===== src/sram_host_pkg.sv =====
// ****************************************************************
// Operation
// - keep write strobe high during every read cycle.
// - any subset of byte selects may be asserted; timing treats them as one.
// - output enable is a don't care while write strobe is low.
// - write pulse may be shorter while output enable stays high.
// - cycle measured address valid to address change, minimum 15 ns.
// - with select and output enable held, new data follows address.
// - in select-controlled write, hold select for enable-to-end time.
// ****************************************************************
package sram_host_pkg;
    localparam int CLK_NS = 20;
    // timing figures in ns, fast grade
    localparam int T_CYCLE_NS = 15;
    localparam int T_ACCESS_NS = 15;
    localparam int T_WP_NS = 12;
    localparam int T_WP_GHIGH_NS = 10;
    localparam int T_DW_NS = 7;
    localparam int T_OHZ_NS = 8;
    function automatic int cyc_up(input int ns);
        int c;
        c = (ns + CLK_NS - 1) / CLK_NS;
        return (c < 1) ? 1 : c;
    endfunction : cyc_up
    localparam int CYC_CYCLE = cyc_up(T_CYCLE_NS);
    localparam int CYC_ACCESS = cyc_up(T_ACCESS_NS) + 1;
    localparam int CYC_WP = cyc_up(T_WP_GHIGH_NS);
    localparam int CYC_TURN = cyc_up(T_OHZ_NS);
    localparam int ADDR_W = 16;
    localparam int DATA_W = 32;
    localparam int LANES = 4;
    localparam logic [1:0] DENSITY_CODE = 2'h1;
    localparam logic [3:0] CNT_ZERO = 4'h0;
    typedef enum logic [2:0] {
        ST_IDLE = 3'b000,
        ST_READ = 3'b001,
        ST_WSET = 3'b010,
        ST_WPULSE = 3'b011,
        ST_WREC = 3'b100,
        ST_TURN = 3'b101
    } host_state_t;
endpackage : sram_host_pkg


===== src/sram_host.sv =====
`timescale 1ns/1ns
`default_nettype none
module sram_host
    import sram_host_pkg::*;
(
    input wire logic clk_in,
    input wire logic reset_in,
    // user side
    input wire logic req_in,
    input wire logic req_write_in,
    input wire logic [ADDR_W-1:0] req_addr_in,
    input wire logic [DATA_W-1:0] req_wdata_in,
    input wire logic [LANES-1:0] req_lanes_in,
    output logic busy_out,
    output logic done_out,
    output logic [DATA_W-1:0] rdata_out,
    output logic density_ok_out,
    // memory pins
    output logic [ADDR_W-1:0] addr_out,
    output logic write_n_out,
    output logic oe_n_out,
    output logic [LANES-1:0] byte_select_n_out,
    output logic [DATA_W-1:0] data_bus_out,
    output logic data_bus_oe_out,
    input wire logic [DATA_W-1:0] data_bus_in,
    input wire logic [1:0] density_id_pins_in
);
    // ****************************************************************
    // pin synchronisers
    // ****************************************************************
    logic [DATA_W-1:0] data_sync;
    logic [1:0] id_sync;
    sync3 #(.WIDTH(DATA_W)) u_data_sync (
        .clk_in(clk_in),
        .reset_in(reset_in),
        .async_in(data_bus_in),
        .sync_out(data_sync)
    );
    sync3 #(.WIDTH(2)) u_id_sync (
        .clk_in(clk_in),
        .reset_in(reset_in),
        .async_in(density_id_pins_in),
        .sync_out(id_sync)
    );

    // ****************************************************************
    // sequencer
    // ****************************************************************
    host_state_t state_q, state_d;
    logic [3:0] cnt_q, cnt_d;
    logic [ADDR_W-1:0] addr_q, addr_d;
    logic we_n_q, we_n_d, oe_n_q, oe_n_d;
    logic [LANES-1:0] sel_n_q, sel_n_d;
    logic [DATA_W-1:0] wdata_q, wdata_d, rdata_q, rdata_d;
    logic drive_q, drive_d, busy_q, busy_d, done_q, done_d, id_q, id_d;

    always_comb begin
        state_d = state_q;
        cnt_d = (cnt_q == CNT_ZERO) ? CNT_ZERO : cnt_q - 4'h1;
        addr_d = addr_q;
        we_n_d = we_n_q;
        oe_n_d = oe_n_q;
        sel_n_d = sel_n_q;
        wdata_d = wdata_q;
        rdata_d = rdata_q;
        drive_d = drive_q;
        busy_d = busy_q;
        done_d = 1'b0;
        id_d = (id_sync == DENSITY_CODE);
        unique case (state_q)
            ST_IDLE: begin
                busy_d = 1'b0;
                if (req_in) begin
                    busy_d = 1'b1;
                    addr_d = req_addr_in;
                    sel_n_d = ~req_lanes_in;
                    wdata_d = req_wdata_in;
                    if (req_write_in) begin
                        // oe held high so the shorter pulse applies
                        oe_n_d = 1'b1;
                        state_d = ST_WSET;
                        cnt_d = 4'(CYC_TURN);
                    end else begin
                        we_n_d = 1'b1;
                        oe_n_d = 1'b0;
                        state_d = ST_READ;
                        // count covers access time and sync delay
                        cnt_d = 4'(CYC_ACCESS + 3);
                    end
                end
            end
            ST_READ: begin
                if (cnt_q == CNT_ZERO) begin
                    // unselected lanes float, read as zero here
                    for (int i = 0; i < LANES; i++) begin
                        rdata_d[i*8 +: 8] = sel_n_q[i] ? 8'h00
                            : data_sync[i*8 +: 8];
                    end
                    oe_n_d = 1'b1;
                    sel_n_d = {LANES{1'b1}};
                    done_d = 1'b1;
                    state_d = ST_TURN;
                    cnt_d = 4'(CYC_TURN);
                end
            end
            ST_WSET: begin
                // device may still drive; wait its float time
                if (cnt_q == CNT_ZERO) begin
                    we_n_d = 1'b0;
                    drive_d = 1'b1;
                    state_d = ST_WPULSE;
                    cnt_d = 4'(CYC_WP);
                end
            end
            ST_WPULSE: begin
                if (cnt_q == CNT_ZERO) begin
                    // select and strobe rise together: outputs stay off
                    we_n_d = 1'b1;
                    sel_n_d = {LANES{1'b1}};
                    state_d = ST_WREC;
                    cnt_d = CNT_ZERO;
                end
            end
            ST_WREC: begin
                drive_d = 1'b0;
                done_d = 1'b1;
                state_d = ST_TURN;
                cnt_d = 4'(CYC_CYCLE);
            end
            ST_TURN: begin
                if (cnt_q == CNT_ZERO) begin
                    busy_d = 1'b0;
                    state_d = ST_IDLE;
                end
            end
            default: begin
                state_d = ST_IDLE;
            end
        endcase
    end

    always_ff @(posedge clk_in) begin
        if (reset_in) begin
            state_q <= ST_IDLE;
            cnt_q <= CNT_ZERO;
            addr_q <= '0;
            we_n_q <= 1'b1;
            oe_n_q <= 1'b1;
            sel_n_q <= {LANES{1'b1}};
            wdata_q <= '0;
            rdata_q <= '0;
            drive_q <= 1'b0;
            busy_q <= 1'b0;
            done_q <= 1'b0;
            id_q <= 1'b0;
        end else begin
            state_q <= state_d;
            cnt_q <= cnt_d;
            addr_q <= addr_d;
            we_n_q <= we_n_d;
            oe_n_q <= oe_n_d;
            sel_n_q <= sel_n_d;
            wdata_q <= wdata_d;
            rdata_q <= rdata_d;
            drive_q <= drive_d;
            busy_q <= busy_d;
            done_q <= done_d;
            id_q <= id_d;
        end
    end

    assign addr_out = addr_q;
    assign write_n_out = we_n_q;
    assign oe_n_out = oe_n_q;
    assign byte_select_n_out = sel_n_q;
    assign data_bus_out = wdata_q;
    assign data_bus_oe_out = drive_q;
    assign busy_out = busy_q;
    assign done_out = done_q;
    assign rdata_out = rdata_q;
    assign density_ok_out = id_q;
endmodule : sram_host
`default_nettype wire


===== src/sync3.sv =====
`timescale 1ns/1ns
`default_nettype none
module sync3 #(
    parameter int WIDTH = 1
) (
    input wire logic clk_in,
    input wire logic reset_in,
    input wire logic [WIDTH-1:0] async_in,
    output var logic [WIDTH-1:0] sync_out
);
    logic [WIDTH-1:0] s1_q, s2_q, s3_q, out_q;
    logic [WIDTH-1:0] out_d;
    always_comb begin
        // settled only once second and third agree
        for (int i = 0; i < WIDTH; i++) begin
            out_d[i] = (s2_q[i] == s3_q[i]) ? s3_q[i] : out_q[i];
        end
    end
    always_ff @(posedge clk_in) begin
        if (reset_in) begin
            s1_q <= '0;
            s2_q <= '0;
            s3_q <= '0;
            out_q <= '0;
        end else begin
            s1_q <= async_in;
            s2_q <= s1_q;
            s3_q <= s2_q;
            out_q <= out_d;
        end
    end
    assign sync_out = out_q;
endmodule : sync3
`default_nettype wire


===== config.mk =====
export PLATFORM = sky130hd
export DESIGN_NAME = sram_host
export DESIGN_NICKNAME = d
export VERILOG_FILES = /design/src/sram_host_pkg.sv /design/src/sram_host.sv /design/src/sync3.sv
export SDC_FILE = /design/constraint.sdc
export NUM_CORES = 1
export LEC_CHECK = 0
export ABC_AREA = 1
export BUFFER_PORTS_ARGS = -buffer_cell sky130_fd_sc_hd__buf_4
export CAP_MARGIN = 40
export CORE_MARGIN = 2
export CORE_UTILIZATION = 53
export DETAILED_ROUTE_END_ITERATION = 7
export PLACE_DENSITY = 0.75
export SYNTH_ARGS = -nofsm -noshare
export SYNTH_HDL_FRONTEND = slang
export SYNTH_SLANG_ARGS = --single-unit
export TNS_END_PERCENT = 50

===== constraint.sdc =====
create_clock -name clk_in -period 1.6 [get_ports clk_in]
set_clock_uncertainty 0.1 [all_clocks]
set_input_delay 0.16 -clock clk_in [delete_from_list [all_inputs] [get_ports clk_in]]
set_output_delay 0.16 -clock clk_in [all_outputs]
set_load 0.01 [all_outputs]

* Word level (Yosys, flattened, before mapping) *
Index checks and enable logic that the tools add are counted.

word-level totals
  register bits = 233
  input port bits = 90

cells by class
  eq/ne operators = 47
  bitwise gates (word level) = 1
  multiplexer cells = 33
  add/subtract/negate cells = 1
  reduce and logical (&&, ||, !) cells = 17

operators by type and width
  kind                                              count
  == test 1 bit                                     34
  two-way mux 8 bit                                 4
  two-way mux 4 bit                                 6
  two-way mux 3 bit                                 6
  one-hot mux 3 bit (6 select lines)                1
  one-hot mux 4 bit (4 select lines)                1
  != test 2 bit, second input constant              6
  AND reduction 5 bit                               2
  two-way mux 1 bit                                 8
  one-hot mux 1 bit (2 select lines)                4
  one-hot mux 4 bit (2 select lines)                1
  AND reduction 2 bit                               4
  nonzero test 2 bit                                4
  == test 3 x 2 -> 1 bit, second input constant     2
  == test 3 bit, second input constant              2
  AND reduction 3 bit                               2
  logical NOT 4 bit                                 1
  inverter 4 bit                                    1
  OR reduction 2 bit                                2
  subtractor 4 x 1 -> 4 bit, second input constant  1
  == test 3 x 1 -> 1 bit, second input constant     1
  logical NOT 3 bit                                 1
  one-hot mux 1 bit (3 select lines)                1
  nonzero test 3 bit                                1
  other kinds (3)                                   3

* Depth between registers and ports, before layout *
Gate-level depths: netlist of run 1.

  depth in word-level cells = 4
  mapped depth = 9
  mapped depth without buffers = 8

* Cells and area by module *
From an unflattened synthesis of run 1, not the netlist that was laid out.

unflattened totals
  cell total of the unflattened synthesis = 943
  area total of the unflattened synthesis = 7867.5 um2

modules (own cells, without submodules)
  module                cells each  seq. area each (um2)  times used  area an instance (um2)
  sync3 at u_data_sync  431         2562.5                1           3842.4
  sram_host             485         1941.9                1           3788.6
  sync3 at u_id_sync    27          160.2                 1           236.5

* Least setup slack after synthesis of run 1 *
Ideal clock, no wire load.

  path kind = register to register
  start point = reg cnt_q[0]
  end point = reg state_q[1]
  period minus slack after synthesis = 1.441 ns
  setup time = 0.128 ns
  data required time = 1.372 ns
  cell stages (with the launch flop) = 10
  arrival = 1.214 ns
  setup slack = 0.159 ns
  cell sequence = dfxtp_1 inv_1 ha_1 nand2_1 buf_2 nand2_1 nand3_1 nand2_1 nand2_1 nor2_1

on the way
  word-level cells in the longest chain between the ends = 3
  elaborated cells between the ends (all ways) = 6
  classes of those cells = eq/ne: 4; reduce/logical: 2

RTL lines
  element                          line              RTL
  from (decl)                      sram_host.sv:50   logic [3:0] cnt_q, cnt_d;
  from (signal assigned)           sram_host.sv:158  cnt_q <= cnt_d;
  logical NOT 4 bit *              --
  != test 2 bit (no line)          --
  AND reduction 5 bit (no line) *  --
  to (signal assigned)             sram_host.sv:157  state_q <= state_d;
  to (decl)                        sram_host.sv:49   host_state_t state_q, state_d;

Every way passes the cells marked *; elsewhere a longest branch is shown, timed or not.
A chain may end at the register's enable or synchronous reset.

* Worst setup path after layout of run 1 *
  start point = reg cnt_q[0]
  end point = reg rdata_q[21] (netlist: rdata_out[21])

on the way
  word-level cells in the longest chain between the ends = 2

RTL lines
  element                        line              RTL
  logical NOT 4 bit              sram_host.sv:93   if (cnt_q == CNT_ZERO) begin
  AND reduction 2 bit (no line)  --
  to (signal assigned)           sram_host.sv:164  rdata_q <= rdata_d;
  to (decl)                      sram_host.sv:54   logic [DATA_W-1:0] wdata_q, wdata_d, rdata_q, rdata_d;

Every way passes these cells.

==> results of run 1 <==
[flip-flops by register name, indices dropped and copies added (netlist names), 2 cells and up]
signal and count:
state_q 3, u_data_sync.s3_q 32, cnt_q 4, u_data_sync.sync_out 32, data_bus_out 32, byte_select_n_out 4, u_data_sync.s1_q 32, u_id_sync.s1_q 2
addr_out 16, u_id_sync.s2_q 2, u_data_sync.s2_q 32, u_id_sync.s3_q 2, rdata_out 32, u_id_sync.sync_out 2
[routing by layer]
metal | track usage [%] | vias up | wire (microns)
met2 | 42.1 | 213 | 9470
met1 | 29.3 | 3049 | 8010
met5 | 0 | - | 0
met3 | 4.08 | 36 | 1130
met4 | 5.55 | 0 | 402
li1 | - | 3438 | -
[cell usage in the layout (no fill, tap or decap), types with 4 or more instances in the layout]
cell	n
sky130_fd_sc_hd__buf_12	6
sky130_fd_sc_hd__a21oi_1	118
sky130_fd_sc_hd__buf_4	189
sky130_fd_sc_hd__clkbuf_1	5
sky130_fd_sc_hd__inv_1	111
sky130_fd_sc_hd__dfxtp_1	231
sky130_fd_sc_hd__dlygate4sd3_1	88
sky130_fd_sc_hd__o21ai_0	37
sky130_fd_sc_hd__inv_2	4
sky130_fd_sc_hd__clkbuf_16	23
sky130_fd_sc_hd__nor2_1	150
sky130_fd_sc_hd__clkbuf_8	4
sky130_fd_sc_hd__clkinv_1	4
sky130_fd_sc_hd__o211ai_1	5
sky130_fd_sc_hd__clkinv_2	5
sky130_fd_sc_hd__nand2_1	162
sky130_fd_sc_hd__nand3_1	51
[power by group through the flow]
stage | registers (uW) | clock network (uW) | logic (uW)
final | 6660 | 5020 | 3970
after global routing | 6720 | 5400 | 4360
after CTS | 6630 | 5120 | 3820
after detailed placement | 6750 | 0 | 3620
after global placement | 6740 | 0 | 3600
after floorplan | 6850 | 0 | 2020
[area by class of cell]
class / count / area, sq um
multi-input cells: 539 / 2390
repair buffers: 284 / 2430
flip-flops and latches: 233 / 4670
clock buffers: 32 / 649
well taps: 180 / 225
inverters: 119 / 447
clock inverters: 7 / 62.6
fillers: 936 / 3120
[per-stage QoR]
stage	worst slack, ps	utilization [%]	hold slack, ps
floorplan	159	-	167
global placement	40.9	66.1	258
detailed placement	-26.7	66.1	265
CTS	84.1	77.5	85.4
global route	0.963	77.7	154
finish	128	77.7	126
[critical path, delay by kind of cell, from the launching register on]
family	cells	cell delay, ps
compound gates	1	150
fa+ha+maj	1	210
buf+inv	2	250
flops	1	310
simple gates	3	360
[worst max path at each step]
stage | endpoint | slack [ps] | cells after the start
3_5_place_dp | rdata_out[21]$_SDFFE_PP0P_ | -30 | 7
2_1_floorplan | state_q[1]$_SDFFE_PP0P_ | 160 | 9
4_1_cts | rdata_out[20]$_SDFFE_PP0P_ | 80 | 7
5_1_grt | rdata_out[6]$_SDFFE_PP0P_ | 1 | 7
6_report | rdata_out[21]$_SDFFE_PP0P_ | 130 | 7
3_3_place_gp | rdata_out[19]$_SDFFE_PP0P_ | 40 | 7
[cell families after synthesis]
| kind of cell | count (synthesis) | synth area share, % |
|---|---|---|
| xor+xnor | 1 | 0.114 |
| compound gates | 163 | 10.9 |
| simple gates | 373 | 19.5 |
| fa+ha+maj | 2 | 0.326 |
| flops | 233 | 60.8 |
| buf+inv | 162 | 8.32 |
[what timing repair did]
item / in CTS / in global routing
hold endpoints to repair: 90 / 0
hold buffers: 88 / 0
resized for setup: 1 / 6
pin swaps: 0 / 2
setup endpoints to repair: 21 / 41
setup buffers: 0 / 2
==> results by stage, run 1 <==
Timing:
- Setup violations remaining at the end of the flow were counted as 0.
- At the pin with the least slew margin, the transition time is ~560 ps.
- The max-slew violation count was 0.
- The routed design could run at a clock period as short as ~1500 ps.
- For this run, the top clock speed supported by timing is 679 MHz.
- Headroom to the max-slew limit came out at 62.6%.
- The summed negative setup slack over all endpoints is 0 ps.
- The post-route fraction of the period consumed by the critical path is ~90%.
- Setup repair after global routing left no endpoint under its margin.
- The hold violation total from the final report is 0.

Global route:
- The total global-route track usage is between 20% and 30%.
- The first-pass GRT wire length is approximately 31,000 microns.
- Entering global routing, the biggest net connects 128 pins.
- For this run the aggregate overflow at the end of global routing stands at 0.
- The number of antenna violations at the first check in global routing is 0.
- The number of global-route vias before repair is 6,195.

Floorplan:
- The top-level port count is 180.
- The floorplan step defined a die boundary enclosing around 15,000 sq um.
- The die boundary height is between 100 and 150 microns.
- The area of the core is around 14,000 sq um.
- The die span in x is between 100 and 150 microns.
- The floorplan has 43 rows.
- The starting density of the core is 54.8%.

Drt:
- For this block, the via count after detailed routing is around 6,700.
- The remaining routing DRC violations is 0.
- The via count normalized by instance count is a little under 5.
- The DRC marker count from the first detailed-route iteration is roughly 450.
- The first-pass iteration count of the detailed router is 5.
- In the final routed layout, each cell accounts on average for 13.6 microns.
- The overall routed net length is approximately 19,000 microns.
- The count of nets left with antenna violations once routing finished came out at 0.

Worst hold path:
- The worst hold path was traced through 6 stages.
- For hold timing, the worst endpoint is state_q[1]$_SDFFE_PP0P_.
- The path class of the tightest hold or removal check is in2reg.
- The launch point of the worst hold path is req_in.

Clocking:
- The clock passes through at most 3 buffers.
- The clock tree from TritonCTS is yes.
- The tree is rooted in a sky130_fd_sc_hd__clkbuf_16.
- The deepest level of the CTS H-tree is 1.
- The clock-pin slew reported for the worst setup and hold paths after clock tree synthesis is approximately 60 ps.
- The number of clock sinks is around 230.
- TritonCTS created 23 clock buffers.
- The clock reaches the later pin of the worst-skew pair after between 400 and 500 ps.

Yosys:
- The synthesized area divided by synthesized cell count is 8.21 sq um.
- Summing the sequential cell areas from Yosys gives between 60% and 70% of the chip area.
- The cell area after synthesis is 7670 sq um.
- The number of enable flip-flop cells after synthesis is 0.
- The netlist uses 23 different library cells.
- The share of async-settable or async-resettable flops after synthesis is 0%.
- The cell count after synthesis came out at about 930.
- After synthesis the netlist holds a flip-flop and latch count of about 230.
- The net count of the mapped netlist is about 1,000.
- Of the post-synthesis cell area, the dominant cell type holds between 60% and 70%.
- sky130_fd_sc_hd__dfxtp_1 is the most common cell in the netlist.
- The total number of yosys warnings is 0.
- By area the synthesized netlist is led by sky130_fd_sc_hd__dfxtp_1 (61%), sky130_fd_sc_hd__nand2_1 (8.0%), sky130_fd_sc_hd__a21oi_1 (7.7%).
- For this run, the leading register cell type out of synthesis is sky130_fd_sc_hd__dfxtp_1.
- Sorting the synthesized cells by how often they occur yields sky130_fd_sc_hd__dfxtp_1 (233), sky130_fd_sc_hd__nand2_1 (163), sky130_fd_sc_hd__nor2_1 (151), sky130_fd_sc_hd__a21oi_1 (118), sky130_fd_sc_hd__inv_1 (111).
- Of all cell types, the one taking the most synthesized area is sky130_fd_sc_hd__dfxtp_1.

Place:
- After detailed placement, the total cell area comes to about 9200 sq um.
- Input and output buffers added on the ports amount to roughly 180.
- After detailed placement, the design holds a cell count of between 1,000 and 1,500.
- Detailed placement ended at an HPWL of 11,000 microns.
- The routability congestion estimate is between 0.8 and 0.9.

Setup path:
- The largest single stage delay on the critical path is approximately 310 ps.
- For the worst flop-to-flop path, the logic depth is 7.
- The critical path arrival is between 1500 and 2000 ps.
- Across all register-to-register paths, the minimum setup slack is roughly 130 ps.
- Walking the worst path, the cells encountered are inv_1 > ha_2 > nand2_4 > nor2_4 > buf_12 > nand3_1 > a21oi_1.
- The element type at the critical path start is a flip-flop.
- The critical path is of the reg2reg type.
- The origin of the critical flop-to-flop path is cnt_q[0]$_SDFF_PP0_.
- The largest individual stage delay along the critical path comes from the cell sky130_fd_sc_hd__dfxtp_1.
- The type of destination of the critical path is a flip-flop.
- The endpoint required time on the critical path is 1900 ps.
- Of all nets on the critical path, the largest fanout is 21.
- The origin of the worst setup path is cnt_q[0]$_SDFF_PP0_.
- The endpoint identified for the worst register-to-register timing path is rdata_out[21]$_SDFFE_PP0P_.

Status:
- The flow ran to the end, and the final reports show no timing, DRC or antenna violations.

Flow run:
- The tool flagged a number of max-cap violations equal to 0.

Pwr:
- The switching share of power is 30.0%.
- For this design the static power due to leakage is roughly 0.0047 uW.
- The internal portion of the total power is ~11,000 uW.
- The proportion of power drawn by flip-flops and latches is 42.6%.
- For this design the ratio of total power to cell area is 1440 nW/um^2.
- The part of the power in the clock network is between 30% and 40%.
- In this run, the combinational gates consume 25.4% of the power.
- The power spent charging and discharging nets is 4700 uW.
- The peak ir drop on the vdd network is about 0.0011 V.
- The power after layout is roughly 16,000 uW.

Cells and area:
- 0 antenna diodes ended up in the layout.
- The area growth from synthesis to layout is 41.7%.
- The share of post-route cells with drive strength above 1 is about 20%.
- The finished layout holds about 1,400 standard cells, fillers aside.
- The finished cells cover around 11,000 sq um.
- At the end of the flow, the number of nets in the layout was ~1,300.
Power figures use the tool's default switching activity.
==> run 2, diff against run 1 <==
CORE_UTILIZATION = 55   (was 53)
CTS_BUF_LIST = sky130_fd_sc_hd__clkbuf_8   (was default)
PLACE_DENSITY = 0.77   (was 0.75)
==> results by stage, run 2 (same netlist as run 1, synthesis figures left out) <==
Drt:
- The first detailed-routing pass ran for 5 iterations.
- The overall routed net length is 18,900 microns.
- The routed layout has ~7,000 vias.
- The routed length per instance is roughly 13 microns.
- The number of routed nets with antenna violations is 0.
- The DRC marker count from the first detailed-route iteration is around 380.
- In the routed layout, each cell is associated on average with a via count of 4.82.
- In the routed design, unresolved DRC markers number 0.

Place:
- At the end of routability-driven placement, the weighted congestion stood at roughly 0.9.
- Once detailed placement completed, the half-perimeter wirelength came to approximately 11,000 microns.
- Buffers placed on the I/O ports in this run total about 180.
- Including well taps, the total number of placed cells is approximately 1,300.
- OpenSTA, run right after detailed placement, puts the worst setup slack at between 80 and 90 ps.

Clocking:
- Clock tree synthesis found a total of about 230 sinks.
- Clock tree synthesis selected as its root buffer the cell sky130_fd_sc_hd__clkbuf_8.
- The clock-pin slew reported for the worst setup and hold paths after clock tree synthesis is ~60 ps.
- No sink is reached through more buffers than the 3 on the longest clock path.
- TritonCTS created 36 clock buffers.
- The clock insertion delay at the later pin of the skew report is ~500 ps.
- The deepest level of the CTS H-tree is 2.
- The clock tree from TritonCTS is yes.

Setup path:
- The setup check on the worst reg-to-reg path leaves a slack of roughly 110 ps.
- In this run the critical register-to-register path is launched from state_q[1]$_SDFFE_PP0P_.
- The element type at the critical path start is a flip-flop.
- The type of the setup path with the least slack is reg2reg.
- STA classifies the critical path endpoint as a flip-flop.
- The endpoint identified for the worst register-to-register timing path is rdata_out[24]$_SDFFE_PP0P_.
- The endpoint required time on the critical path is about 1900 ps.
- The critical path arrival is ~1800 ps.
- The logic depth of the worst register-to-register path is 6.
- Along the worst path, the maximum fanout reaches 18.

Timing:
- The hold violation total from the final report was 0.
- The minimum clock period is ~1500 ps.
- Setup repair after global routing left no endpoint under its margin.
- Summed over all failing endpoints, the final setup total negative slack is 0 ps.
- The smallest setup slack after layout is roughly 110 ps.
- The worst pin sits at a relative slew slack of between 70% and 80%.
- The max-slew violation count came to 0.
- The maximum achievable frequency is about 670 MHz.
- Dividing the final minimum period by the clock period gives about 93%.
- The slew of the pin with the lowest slew margin is roughly 380 ps.
- The setup violation total in the final timing report is 0.

Pwr:
- In this run the power spent charging and discharging nets is ~4700 uW.
- The share of total power dissipated in the clock network is between 30% and 40%.
- Net switching is a little under a third of the power.
- Dividing total power by cell area gives a power density of between 1000 and 1500 nW/um^2.
- The peak ir drop on the vdd network is 0.000713 V.
- The proportion of power drawn by flip-flops and latches is 43.8%.
- For this design the static power due to leakage is between 0.004 and 0.005 uW.
- The power after layout is roughly 15,000 uW.
- Internal power comes to between 10,000 and 15,000 uW.
- The share of total power dissipated in combinational logic is a little over a quarter.

Worst hold path:
- The worst hold path was traced through 5 stages.
- The worst hold path begins at req_in.
- For hold timing, the worst endpoint is cnt_q[2]$_SDFF_PP0_.
- The class of the worst hold path is in2reg.

Cells and area:
- The number of standard cells in the layout, taps in and fillers out is about 1,400.
- Of the cells placed in the final design, the portion with a size suffix greater than 1 is 21.0%.
- The final antenna diode count is 0.
- After the last flow step, the layout net total stands at between 1,000 and 1,500.
- The leading cell type in the layout, fill and taps excluded is sky130_fd_sc_hd__dfxtp_1.
- In the layout the commonest cells are sky130_fd_sc_hd__dfxtp_1 (232), sky130_fd_sc_hd__buf_4 (188), sky130_fd_sc_hd__nand2_1 (162).
- The share of the core filled with cells is around four fifths.
- The growth of design area from synthesis to finish is 41.8%.

Global route:
- The number of antenna violations at the first check in global routing is 0.
- The number of global-route vias before repair came to approximately 6,500.
- After global routing the overflow that remains totals 0.
- Across every metal layer, demand over resource in global routing totals roughly a quarter.
- Entering global routing, the biggest net connects 73 pins.
- The first-pass GRT wire length is between 30,000 and 40,000 microns.

Status:
- The flow ran to the end, and the final reports show no timing, DRC or antenna violations.

Floorplan:
- Measured along the x axis, the die boundary spans 122 microns.
- For this design the top-level I/O count stands at 180.
- The overall die area is approximately 15,000 sq um.
- The core region is between 10,000 and 15,000 sq um.
- The floorplan has between 40 and 50 rows.
- For this configuration, the core starts out at a cell density of between 50% and 60%.
- The die boundary height is 122 microns.

Flow run:
- The tool flagged a number of max-cap violations equal to 0.
run 2: changes by cell type in the layout (fill, tap and decap cells not counted), moves of 3 or more:
cell | previous run | this run
sky130_fd_sc_hd__clkinv_2 | 5 | 2
sky130_fd_sc_hd__buf_12 | 6 | 9
sky130_fd_sc_hd__inv_1 | 111 | 125
sky130_fd_sc_hd__clkbuf_1 | 5 | 0
sky130_fd_sc_hd__clkbuf_16 | 23 | 0
sky130_fd_sc_hd__clkbuf_8 | 4 | 44
run 2: worst max-delay path, stage by stage (launching register included):
cell and delay [ps]:
sky130_fd_sc_hd__dfxtp_1 340, sky130_fd_sc_hd__inv_1 120, sky130_fd_sc_hd__nand3_2 160, sky130_fd_sc_hd__nor2_4 260
sky130_fd_sc_hd__buf_12 190, sky130_fd_sc_hd__nand3_1 80, sky130_fd_sc_hd__a21oi_1 150
run 2: power groups by stage:
| stage | clock, uW | sequential, uW | combinational, uW |
|---|---|---|---|
| floorplan | 0 | 6850 | 2020 |
| global route | 4930 | 6710 | 4420 |
| detailed placement | 0 | 6750 | 3720 |
| CTS | 4660 | 6640 | 3900 |
| global placement | 0 | 6730 | 3690 |
| finish | 4560 | 6660 | 3990 |
run 2: cell type report:
class / count / area (sq um)
clock buffer: 44 / 606
fill: 916 / 2900
multi-input combinational: 539 / 2380
sequential: 233 / 4670
inverter: 119 / 449
timing repair buffer: 286 / 2480
clock inverter: 17 / 71.3
tap: 180 / 225
run 2: per-stage QoR:
step	hold slack (ps)	instance area [sq um]
after global placement	259	9300
final	44.6	10900
after CTS	26.3	10900
after global routing	64.0	10900
after floorplan	167	7670
after detailed placement	266	9300
run 2: worst max-delay path by stage:
stage                                 start                    endpoint  slack (ps)  depth (start not counted)
finish              state_q[1]$_SDFFE_PP0P_  rdata_out[24]$_SDFFE_PP0P_         110                          6
global route        state_q[1]$_SDFFE_PP0P_  rdata_out[11]$_SDFFE_PP0P_          10                          6
CTS                     cnt_q[0]$_SDFF_PP0_  rdata_out[13]$_SDFFE_PP0P_          40                          7
detailed placement      cnt_q[1]$_SDFF_PP0_  rdata_out[24]$_SDFFE_PP0P_          90                          7
global placement        cnt_q[0]$_SDFF_PP0_     state_q[1]$_SDFFE_PP0P_         130                          9
floorplan               cnt_q[0]$_SDFF_PP0_     state_q[1]$_SDFFE_PP0P_         160                          9
run 2: routing by layer:
| layer | up-vias | global-route usage (%) | routed length (microns) |
|---|---|---|---|
| met1 | 3095 | 29.4 | 7820 |
| met4 | 0 | 9.20 | 413 |
| met2 | 236 | 45.0 | 9300 |
| met5 | - | 0 | 0 |
| met3 | 33 | 5.66 | 1360 |
| li1 | 3470 | - | - |
run 2: repair_timing:
item                                    4_1_cts  5_1_grt
endpoints found under the setup margin        0       25
buffers inserted                              0        1
hold buffers                                 88        0
endpoints found under the hold margin        94        0
gates resized for setup                       0        5
==> run 3, diff against run 2 <==
==> constraint.sdc (replaced) <==
create_clock -name clk_in -period 1.6 [get_ports clk_in]
set_clock_uncertainty 0.1 [all_clocks]
set_input_delay 0.32 -clock clk_in [delete_from_list [all_inputs] [get_ports clk_in]]
set_output_delay 0.32 -clock clk_in [all_outputs]
set_load 0.01 [all_outputs]
==> results by stage, run 3 (same netlist as run 1, synthesis figures left out) <==
Drt:
- The via count normalized by instance count is approximately 4.8.
- The detailed router finished its first iteration with around 450 violations.
- In this run the remaining antenna-violating nets after routing total 0.
- The first detailed-routing pass took 5 iterations.
- For this run, design rule violations remaining after detail routing come to 0.
- Dividing the detail-routed wire length by the instance count gives about 13 microns.
- The final layout contains routed wiring with a total length of ~19,000 microns.
- The final route contains 6,795 vias.

Place:
- The count of input and output buffers is ~180.
- The HPWL after detailed placement is around 11,000 microns.
- The instance area at placement is approximately 9300 sq um.
- The congestion estimate from routability-driven global placement came to approximately 0.91.
- The placed cell count is 1,274.

Floorplan:
- The initialized floorplan defines 43 standard-cell rows.
- The top-level port count is between 150 and 200.
- Measured along the y axis, the die boundary spans 122 microns.
- The overall die area is approximately 15,000 sq um.
- The starting density of the core is 55.7%.
- The area of the core is approximately 14,000 sq um.
- The die span in x is 122 microns.

Timing:
- Setup repair after global routing could not meet its margin everywhere.
- Setup violations remaining at the end of the flow were counted as 0.
- The maximum achievable frequency is between 600 and 700 MHz.
- The routed design could run at a clock period as short as about 1500 ps.
- The max-slew violation count came to 0.
- Setup total negative slack on the finished layout was measured at 0 ps.
- The post-route worst hold slack is 16.2 ps.
- In this run the tightest slew margin relative to its limit is between 70% and 80%.
- The post-route fraction of the period consumed by the critical path is slightly above 90%.
- For the pin with the worst max-slew slack, the measured transition is 381 ps.
- The hold violation total from the final report is 0.

Clocking:
- The H-tree was split into 2 levels.
- The number of clock sinks is around 230.
- The tree is rooted in a sky130_fd_sc_hd__clkbuf_8.
- TritonCTS built the clock tree.
- The number of buffers created by CTS is 36.
- The clock insertion delay at the later pin of the skew report is 500 ps.
- Clock-pin slew was measured on the worst setup and hold paths at about 60 ps.
- The clock passes through at most 3 buffers.
- In this run the post-CTS setup repair buffer count came out at 0.

Pwr:
- The power density over the cells is 1390 nW/um^2.
- The peak ir drop on the vdd network is slightly below 0.0008 V.
- Per report_power, the combinational group accounts for 26.3% of the total.
- The proportion of power drawn by flip-flops and latches is between 40 and 50%.
- In this run the static leakage power is between 0.004 and 0.005 uW.
- The internal power consumption is ~10,000 uW.
- The clock network accounts for approximately 30% of the total power.
- Net switching is 31.0% of the power.
- The power spent charging and discharging nets is ~4700 uW.

Cells and area:
- Leaving out fill and tap cells, the most frequent cell in the layout is sky130_fd_sc_hd__dfxtp_1.
- The growth of design area from synthesis to finish is 40.9%.
- In the layout the commonest cells are sky130_fd_sc_hd__dfxtp_1 (233), sky130_fd_sc_hd__buf_4 (193), sky130_fd_sc_hd__nand2_1 (162).
- Leaving out filler cells and counting taps, the final layout contains 1,412.
- The layout net count is 1,306.
- The final design instance area without fill is between 10,000 and 15,000 sq um.
- The final antenna diode count is 0.
- The share of post-route cells with drive strength above 1 is a little over a fifth.
- Cells fill about four fifths of the core in the end.

Setup path:
- The largest fanout on the critical path is 31.
- For flop-to-flop paths, the worst setup slack is 110 ps.
- Data arrives at the worst endpoint at approximately 1800 ps.
- The element type at the critical path start is a flip-flop.
- STA classifies the critical path endpoint as a flip-flop.
- The endpoint required time on the critical path is about 1900 ps.
- The type of the setup path with the least slack is reg2reg.

Global route:
- The number of global-route vias before repair came to around 6,500.
- The first-pass GRT wire length is 29,500 microns.
- The number of antenna violations at the first check in global routing is 0.
- The largest net degree at the start of global routing is 54.
- The total congestion overflow is 0.
- Global routing used 24.5% of the available tracks across all layers.

Flow run:
- The tool flagged a number of max-cap violations equal to 0.

Status:
- The flow ran to the end, and the final reports show no timing, DRC or antenna violations.

Worst hold path:
- The class of the worst hold path is in2reg.
run 3: stage by stage:
step,worst slack [ps],power (uW)
global route,-4.53,15900
CTS,0.190,15100
floorplan,159,8880
finish,114,15100
global placement,122,10400
detailed placement,22.2,10500
run 3: final timing paths:
check                            startpoint  cells past startpoint                           endpoint
max                     cnt_q[0]$_SDFF_PP0_                      8         rdata_out[14]$_SDFFE_PP0P_
min                         req_lanes_in[3]                      4  byte_select_n_out[3]$_SDFFE_PP1P_
max reg2reg             cnt_q[0]$_SDFF_PP0_                      8         rdata_out[14]$_SDFFE_PP0P_
min reg2reg  u_data_sync.s1_q[9]$_SDFF_PP0_                      2     u_data_sync.s2_q[9]$_SDFF_PP0_
run 3: critical path: stages, from the launching register on:
cell                      delay, ps
sky130_fd_sc_hd__dfxtp_1        330
sky130_fd_sc_hd__inv_1           60
sky130_fd_sc_hd__ha_1           210
sky130_fd_sc_hd__nand2_1         90
sky130_fd_sc_hd__nor2_2          50
sky130_fd_sc_hd__nand2_2        130
sky130_fd_sc_hd__buf_12         200
sky130_fd_sc_hd__nand2_1         80
sky130_fd_sc_hd__a21oi_1        150
run 3: what timing repair did:
item | in CTS | in global routing
endpoints found under the hold margin | 82 | 0
setup endpoints to repair | 0 | 43
hold buffers | 82 | 0
gates resized for setup | 0 | 3
run 3: final cells by class:
cell class	instances	area, sq um
multi-input cells	539	2370
repair buffers	285	2450
flip-flops and latches	233	4660
fillers	915	2960
well taps	180	225
inverters	119	447
clock inverters	13	55.1
clock buffers	43	592
run 3: power by group through the flow:
stage | clock (uW) | sequential [uW] | combinational [uW]
floorplan | 0 | 6850 | 2020
global placement | 0 | 6720 | 3680
detailed placement | 0 | 6740 | 3740
CTS | 4580 | 6620 | 3910
global route | 4820 | 6690 | 4390
finish | 4470 | 6640 | 3970
run 3: per-layer routing:
metal  vias up  GRT usage [%]  wire, microns
met2       210           44.0           9270
met3        32           5.29           1240
met5         -              0              0
li1       3460              -              -
met1      3093           28.5           7890
met4         0           9.41            406
